### src/cssc_pkg.sv
package cssc_pkg;

    // ****************************************
    // Register bus geometry
    // ****************************************
    localparam int          CSSC_ADDR_W      = 8;
    localparam int          CSSC_DATA_W      = 16;
    localparam int          CSSC_CHAN_N      = 3;

    // ****************************************
    // Register offsets
    // ****************************************
    localparam logic [7:0]  CSSC_CTRL_OFF    = 8'h09;
    localparam logic [7:0]  CSSC_RESULT_OFF  = 8'h10;

    // ****************************************
    // Reset values
    // ****************************************
    localparam logic [15:0] CSSC_CTRL_RST    = 16'h0000;
    localparam logic [15:0] CSSC_RESULT_RST  = 16'h0000;
    localparam logic [15:0] CSSC_RDATA_RST   = 16'h0000;

    // ****************************************
    // Control field positions
    // ****************************************
    localparam int          CSSC_SHUNT_A_GO_BIT   = 14;
    localparam int          CSSC_SHUNT_B_GO_BIT   = 12;
    localparam int          CSSC_SHUNT_A_HALT_BIT = 10;
    localparam int          CSSC_SHUNT_B_HALT_BIT = 8;
    localparam int          CSSC_SEQ_GO_BIT       = 6;
    localparam int          CSSC_SEQ_HALT_BIT     = 2;

    // ****************************************
    // Channel indices
    // ****************************************
    localparam int          CSSC_CH_A        = 0;
    localparam int          CSSC_CH_B        = 1;
    localparam int          CSSC_CH_SEQ      = 2;

endpackage

### src/cssc_conv_ctrl.sv
// The address-and-strobe port was chosen for this implementation.
`timescale 1ns/1ps
module cssc_conv_ctrl
    import cssc_pkg::*;
#(
    parameter int ADDR_W = CSSC_ADDR_W,
    parameter int DATA_W = CSSC_DATA_W
) (
    // Clock and reset
    input  wire logic              clk_in,
    input  wire logic              sys_rst_in,
    // Register port
    input  wire logic [ADDR_W-1:0] reg_addr_in,
    input  wire logic [DATA_W-1:0] reg_wdata_in,
    input  wire logic              reg_wr_in,
    input  wire logic              reg_rd_in,
    output logic      [DATA_W-1:0] reg_rdata_out,
    // Shunt converter A
    input  wire logic              shunt_a_enable_in,
    input  wire logic              shunt_a_single_in,
    input  wire logic              shunt_a_done_in,
    output logic                   shunt_a_go_out,
    output logic                   shunt_a_stop_out,
    // Shunt converter B
    input  wire logic              shunt_b_enable_in,
    input  wire logic              shunt_b_single_in,
    input  wire logic              shunt_b_done_in,
    output logic                   shunt_b_go_out,
    output logic                   shunt_b_stop_out,
    // Muxed converter sequence
    input  wire logic              sequence_done_in,
    output logic                   sequence_go_out,
    output logic                   sequence_stop_out,
    // Step 0 result capture
    input  wire logic              step0_valid_in,
    input  wire logic [DATA_W-1:0] step0_data_in
);

    // ****************************************
    // Channel gathering
    // ****************************************
    logic [CSSC_CHAN_N-1:0] chan_en;
    logic [CSSC_CHAN_N-1:0] chan_single;
    logic [CSSC_CHAN_N-1:0] chan_done;
    logic [CSSC_CHAN_N-1:0] go_bit;
    logic [CSSC_CHAN_N-1:0] halt_bit;
    logic [CSSC_CHAN_N-1:0] go_r;
    logic [CSSC_CHAN_N-1:0] stop_r;
    logic [CSSC_CHAN_N-1:0] halt_r;
    logic [DATA_W-1:0]      result_r;
    logic [DATA_W-1:0]      rdata_r;
    logic [DATA_W-1:0]      ctrl_view;
    logic                   ctrl_wr;

    assign ctrl_wr                 = reg_wr_in && (reg_addr_in == CSSC_CTRL_OFF);

    assign chan_en[CSSC_CH_A]      = shunt_a_enable_in;
    assign chan_en[CSSC_CH_B]      = shunt_b_enable_in;
    assign chan_en[CSSC_CH_SEQ]    = 1'b1;
    assign chan_single[CSSC_CH_A]  = shunt_a_single_in;
    assign chan_single[CSSC_CH_B]  = shunt_b_single_in;
    assign chan_single[CSSC_CH_SEQ] = 1'b0;
    assign chan_done[CSSC_CH_A]    = shunt_a_done_in;
    assign chan_done[CSSC_CH_B]    = shunt_b_done_in;
    assign chan_done[CSSC_CH_SEQ]  = sequence_done_in;

    // Whole write frame is decoded at once
    assign go_bit[CSSC_CH_A]       = reg_wdata_in[CSSC_SHUNT_A_GO_BIT];
    assign go_bit[CSSC_CH_B]       = reg_wdata_in[CSSC_SHUNT_B_GO_BIT];
    assign go_bit[CSSC_CH_SEQ]     = reg_wdata_in[CSSC_SEQ_GO_BIT];
    assign halt_bit[CSSC_CH_A]     = reg_wdata_in[CSSC_SHUNT_A_HALT_BIT];
    assign halt_bit[CSSC_CH_B]     = reg_wdata_in[CSSC_SHUNT_B_HALT_BIT];
    assign halt_bit[CSSC_CH_SEQ]   = reg_wdata_in[CSSC_SEQ_HALT_BIT];

    assign shunt_a_go_out          = go_r[CSSC_CH_A];
    assign shunt_b_go_out          = go_r[CSSC_CH_B];
    assign sequence_go_out         = go_r[CSSC_CH_SEQ];
    assign shunt_a_stop_out        = stop_r[CSSC_CH_A];
    assign shunt_b_stop_out        = stop_r[CSSC_CH_B];
    assign sequence_stop_out       = stop_r[CSSC_CH_SEQ];
    assign reg_rdata_out           = rdata_r;

    // ****************************************
    // Per-channel start and stop control
    // ****************************************
    genvar ch;
    generate
        for (ch = 0; ch < CSSC_CHAN_N; ch = ch + 1) begin : g_chan

            // Start pulse, also aborts an ongoing conversion or sequence
            always_ff @(posedge clk_in) begin
                if (sys_rst_in) begin
                    go_r[ch] <= 1'b0;
                end else begin
                    go_r[ch] <= ctrl_wr && go_bit[ch] && chan_en[ch];
                end
            end

            // Pending stop; start clears it, new request beats completion
            always_ff @(posedge clk_in) begin
                if (sys_rst_in) begin
                    halt_r[ch] <= 1'b0;
                end else if (ctrl_wr && go_bit[ch]) begin
                    halt_r[ch] <= 1'b0;
                end else if (ctrl_wr && halt_bit[ch] && !chan_single[ch]) begin
                    halt_r[ch] <= 1'b1;
                end else if (chan_done[ch]) begin
                    halt_r[ch] <= 1'b0;
                end
            end

            // Stop takes effect only when the running work completes
            always_ff @(posedge clk_in) begin
                if (sys_rst_in) begin
                    stop_r[ch] <= 1'b0;
                end else begin
                    stop_r[ch] <= chan_done[ch] && halt_r[ch] && !(ctrl_wr && go_bit[ch]);
                end
            end

        end
    endgenerate

    // ****************************************
    // Step 0 result register
    // ****************************************
    always_ff @(posedge clk_in) begin
        if (sys_rst_in) begin
            result_r <= CSSC_RESULT_RST;
        end else if (step0_valid_in) begin
            result_r <= step0_data_in;
        end
    end

    // ****************************************
    // Read path
    // ****************************************
    always_comb begin
        ctrl_view                        = CSSC_CTRL_RST;
        ctrl_view[CSSC_SHUNT_A_HALT_BIT] = halt_r[CSSC_CH_A];
        ctrl_view[CSSC_SHUNT_B_HALT_BIT] = halt_r[CSSC_CH_B];
        ctrl_view[CSSC_SEQ_HALT_BIT]     = halt_r[CSSC_CH_SEQ];
    end

    always_ff @(posedge clk_in) begin
        if (sys_rst_in) begin
            rdata_r <= CSSC_RDATA_RST;
        end else if (reg_rd_in) begin
            unique case (reg_addr_in)
                CSSC_CTRL_OFF: begin
                    rdata_r <= ctrl_view;
                end
                CSSC_RESULT_OFF: begin
                    rdata_r <= result_r;
                end
                default: begin
                    rdata_r <= CSSC_RDATA_RST;
                end
            endcase
        end else begin
            rdata_r <= CSSC_RDATA_RST;
        end
    end
endmodule

### config.mk
export PLATFORM = sky130hd
export DESIGN_NAME = cssc_conv_ctrl
export DESIGN_NICKNAME = d
export VERILOG_FILES = /design/src/cssc_pkg.sv /design/src/cssc_conv_ctrl.sv
export SDC_FILE = /design/constraint.sdc
export NUM_CORES = 1
export LEC_CHECK = 0
export BUFFER_PORTS_ARGS = -buffer_cell sky130_fd_sc_hd__buf_4
export CAP_MARGIN = 0
export CORE_MARGIN = 3
export CORE_UTILIZATION = 47
export CTS_CLUSTER_DIAMETER = 150
export DETAILED_ROUTE_END_ITERATION = 10
export GPL_TIMING_DRIVEN = 1
export PLACE_DENSITY = 0.81
export REMOVE_ABC_BUFFERS = 1
export SLEW_MARGIN = 20
export SYNTH_ARGS = -nofsm -noshare
export SYNTH_HDL_FRONTEND = slang
export SYNTH_SLANG_ARGS = --single-unit
### constraint.sdc
create_clock -name clk_in -period 2.2 [get_ports clk_in]
set_input_delay 0.11 -clock clk_in [delete_from_list [all_inputs] [get_ports clk_in]]
set_output_delay 0.11 -clock clk_in [all_outputs]
set_load 0.05 [all_outputs]
After elaboration in Yosys (flattened, before gate mapping). Index checks and enable logic that the tools add are counted.

Register bits after elaboration: 41. Input port bits: 52. Output and inout port bits: 22. Word-level logic and storage cells: 50.

Eq/ne operators: 2. Multiplexer cells: 7. Bitwise gates (word level): 1. Reduce and logical (&&, ||, !) cells: 29.

Operators with widths (number): 16-bit case mux with 2 select lines (1); 1-bit logical AND (17); 8-bit by 4-bit == test with 1-bit output (second input constant) (1); 8-bit by 5-bit == test with 1-bit output (second input constant) (1); 2-bit OR reduction (4); 1-bit two-way mux (6); 2-bit nonzero test (3); 1-bit logical NOT (5); 1-bit NOT (1).

Depth between registers and ports, before layout.
Depth in word-level cells: 5. Gate-level depth with buffers: 5. Depth with buffers taken out: 3.

Worst setup path after synthesis. Ideal clock, no wire load.

Path kind: input-to-reg. Start: input port reg_addr_in[0]. End: register halt_r[0] (netlist: ctrl_view[10]). Library setup time: 86 ps. Arrival time: 966 ps. Data required time: 2114 ps. Slack: 1148 ps. Cell stages on the path: 5. Path buffers: 2. Cells stage by stage: and3b_1 clkbuf_2 and4b_1 buf_6 a221oi_2.

Cells in the longest elaborated chain, start to end: 5. Elaborated cells on any way between the ends: 8. Those cells by class: eq/ne (1); mux (1); reduce/logical (6).

RTL lines: from (decl) (RTL line cssc_conv_ctrl.sv:13) `input wire logic [ADDR_W-1:0] reg_addr_in,`; 8-bit by 4-bit == test with 1-bit output * (RTL line cssc_conv_ctrl.sv:55) `assign ctrl_wr = reg_wr_in && (reg_addr_in == CSSC_CTRL_OFF);`; 1-bit logical AND * (RTL line cssc_conv_ctrl.sv:55); 1-bit logical AND (2 in series) (RTL line cssc_conv_ctrl.sv:105) `end else if (ctrl_wr && halt_bit[ch] && !chan_single[ch]) begin`; 1-bit two-way mux / 2-bit nonzero test (equally long branches); to (signal, indexed assignment) (RTL line cssc_conv_ctrl.sv:104) `halt_r[ch] <= 1'b0;`; to (signal, indexed assignment) (RTL line cssc_conv_ctrl.sv:106) `halt_r[ch] <= 1'b1;`; to (signal, indexed assignment) (RTL line cssc_conv_ctrl.sv:108) `halt_r[ch] <= 1'b0;`; to (decl) (RTL line cssc_conv_ctrl.sv:49) `logic [CSSC_CHAN_N-1:0] halt_r;`.

Mark *: on every way between the ends. The rest lies on a longest branch, timed or not. A chain may end at the register's enable or synchronous reset.

Worst setup path in the final report.
Start: input port reg_addr_in[0]. End: register rdata_r[9] (netlist: reg_rdata_out[9]).

Cells in the longest elaborated chain, start to end: 2. Elaborated cells on any way between the ends: 3. Those cells by class: eq/ne (2); mux (1).

RTL lines: 8-bit by 5-bit == test with 1-bit output / 8-bit by 4-bit == test with 1-bit output (equally long branches) (RTL line cssc_conv_ctrl.sv:149) `unique case (reg_addr_in)`; 16-bit case mux with 2 select lines * (RTL line cssc_conv_ctrl.sv:149); to (signal assigned) (RTL line cssc_conv_ctrl.sv:151) `rdata_r <= ctrl_view;`; to (signal assigned) (RTL line cssc_conv_ctrl.sv:154) `rdata_r <= result_r;`; to (decl) (RTL line cssc_conv_ctrl.sv:51) `logic [DATA_W-1:0] rdata_r;`.

Marked as above.

==> flow_metrics.py <==
metrics = {
    "timing": {
        "slew_headroom_pct": 67.3,
        "final_hold_viol_count": 0,
        "min_period_over_period_pct": 49.2,
        "rsz0062_at_grt": "false",
        "setup_viol": 0,
        "slew_viol_final": 0,
        "layout_setup_ws_ns": 1.12,
        "finalSetupTns_ns": 0,
        "max_freq_mhz": 923,
        "skew_ns": 0.00565,
        "worst_pin_slew_ns": 0.489,
        "period_minus_slack_ns": 1.08,
    },
    "worst_setup_path": {
        "slowest_delay_ns": 0.52,
        "path_delay_family": "simple AND/OR/NAND/NOR gates",
        "path_max_fanout": 13,
        "crit_type": "input pin to register",
        "cp_num_buf_inv": 1,
        "critPathLaunchType": "input pin",
        "worst_ep_arrival_time_ns": 1.36,
        "crit_path_end_kind": "register",
        "crit_required_ns": 2.48,
        "path_cells": "buf_4, nor3b_1, and4b_1, and2_1",
        "cp_slowest_cell": "and4b_1",
    },
    "die": {
        "io-pin-count": 74,
        "die-area_mm2": 0.00379,
        "start_util_pct": 50.8,
        "fp-row-count": 19,
        "core-area_mm2": 0.00285,
        "die_y_um": 61.5,
        "chipWidth_um": 61.5,
    },
    "yosys": {
        "yosys_warnings": 0,
        "syn_inst": 128,
        "ys_types": 22,
        "syn_area_per_cell_um2": 11.3,
        "synth_seq_cells": 41,
        "ys_seq_area_share_pct": 56.6,
        "netlist_area_mm2": 0.00145,
    },
    "power_and_ir_drop": {
        "seqPwrFrac_pct": 59.1,
        "p_leak_uw": 0.000957,
        "switching_share_pct": 21.2,
        "power_density_mw_per_mm2": 632,
        "p_int_uw": 1020,
        "power.total_uw": 1300,
        "combPwrFrac_pct": 9.7,
        "p_switching_uw": 275,
        "power_frac_clock_pct": 31.3,
        "vdd_drop_max_v": 0.000356,
    },
    "global_route": {
        "grt_usage_pct": 17.1,
        "grt_max_degree": 27,
        "grt_overflow_total": 0,
        "antenna_found_initial": 0,
        "grt_pass1_vias": 1097,
        "grt_pass1_wl_um": 4620,
    },
    "cts": {
        "cts_sinks": 41,
        "clkLatencyLatePin_ns": 0.33,
        "htreeDepth": 2,
        "cts_tree": "built",
        "cts-root-buf": "clkbuf_4",
        "numCtsBuffers": 5,
        "clock_path_buffers": 2,
        "clkTransAtPathRegs_ns": 0.11,
        "post-cts-setup-buffer-count": 0,
    },
    "cells_and_area": {
        "syn_to_final_growth_pct": 41.8,
        "diodes": 0,
        "nets": 249,
        "drive_above_1_share_pct": 37.9,
        "stdcell_area_mm2": 0.00206,
        "final_common_cell": "buf_4",
        "final_cell_mix": "buf_4 (63), dfxtp_1 (41), nor2_1 (19)",
    },
    "drt": {
        "wl_um": 2980,
        "vias_per_cell": 5.07,
        "first_pass_iters": 4,
        "post-route-drc-count": 0,
        "routedWlPerCell_um": 13.0,
        "vias": 1161,
        "drtIter0Drc": 42,
        "ant_nets": 0,
    },
    "outcome": {
        "status": "finished, final reports clean",
    },
    "worst_hold_path": {
        "hold_path_class": "input pin to register",
    },
    "placement": {
        "finalWeightedCongestion": 0.759,
        "hpwl_um": 2290,
        "dp_slack_ns": 0.787,
        "post_dp_cell_area_mm2": 0.00192,
        "portBuffers": 63,
    },
    "run": {
        "drv_cap": 0,
    },
}
-- metrics by stage --
| step | std cells | hold WS, ns | utilization, % |
|---|---|---|---|
| 6_report | 229 | 0.0190 | 72.1 |
| 5_1_grt | 229 | 0.00494 | 72.1 |
| 4_1_cts | 227 | 0.00571 | 71.4 |
| 3_5_place_dp | 214 | 0.310 | 67.1 |
| 3_3_place_gp | 214 | 0.308 | 67.1 |
| 2_1_floorplan | 120 | 0.176 | - |
-- cell type report --
| type | count | area, um^2 |
|---|---|---|
| clock buffers | 7 | 65.1 |
| well taps | 31 | 38.8 |
| multi-input cells | 79 | 583 |
| repair buffers | 70 | 543 |
| clock inverters | 1 | 5.00 |
| fillers | 221 | 797 |
| flip-flops and latches | 41 | 821 |
-- kinds of logic after synthesis --
logic type             share of synthesized area (%)
muxes                                           11.0
buffers and inverters                           3.19
and+or+nand+nor                                 23.0
AOI/OAI and AO/OA                               6.21
DFF                                             56.6
-- registers in the layout (all words and copies together), names as in the netlist --
name / cells
reg_rdata_out: 16
result_r: 16
ctrl_view: 3
sequence_go_out: 1
sequence_stop_out: 1
shunt_a_go_out: 1
shunt_a_stop_out: 1
shunt_b_go_out: 1
shunt_b_stop_out: 1
-- routing by layer --
layer  wire length (um)  part of all wire (%)  vias to the layer above  track usage [%]
met4                 81                   2.7                        0             9.39
met3                272                   9.1                        9             7.13
met2               1450                    49                       56             27.8
met1               1180                    39                      520             18.7
li1                   -                     -                      576                -
met5                  0                     0                        -                0
-- synthesized netlist by cell type --
library cell / n / area, um^2
nor2_1: 19 / 71.3
nand2_1: 3 / 11.3
a22oi_1: 3 / 22.5
a211oi_1: 3 / 22.5
and2_1: 14 / 87.6
buf_1: 1 / 3.75
nand2b_1: 3 / 18.8
and4b_1: 4 / 40.0
clkbuf_1: 1 / 3.75
buf_2: 3 / 15.0
a221oi_2: 3 / 45.0
nor4_4: 1 / 21.3
nor3b_1: 1 / 7.51
buf_4: 1 / 7.51
nand3b_1: 1 / 7.51
buf_6: 1 / 11.3
nand4b_1: 3 / 26.3
clkbuf_2: 1 / 5.00
mux2i_1: 16 / 160
and3b_1: 4 / 35.0
dfxtp_1: 41 / 821
nor2b_1: 1 / 6.26
-- worst register-to-register path, stage by stage (launching register included) --
cell and delay [ns]:
dfxtp_1 0.40, nand2b_1 0.09, a221oi_2 0.24
-- repair_timing --
action	4_1_cts	5_1_grt
gates resized for setup	0	0
endpoints found under the hold margin	8	2
hold buffers	5	2
-- power groups by stage --
stage                     Clock [uW]  Combinational [uW]  Sequential, uW
after floorplan                    0                35.8             782
after global placement             0                 113             783
after detailed placement           0                 117             784
after CTS                        417                 124             767
after global routing             452                 137             769
final                            406                 126             767
-- worst paths after layout --
check / from / end / slack [ns] / cells after the start
worst max-delay path: reg_addr_in[0] / reg_rdata_out[9] / 1.12 / 4
worst min register to register: result_r[3] / reg_rdata_out[3] / 0.47 / 1
worst max register to register: ctrl_view[10] / ctrl_view[10] / 1.39 / 2
worst min-delay path: step0_data_in[14] / result_r[14] / 0.02 / 3
Power figures use the tool's default switching activity.
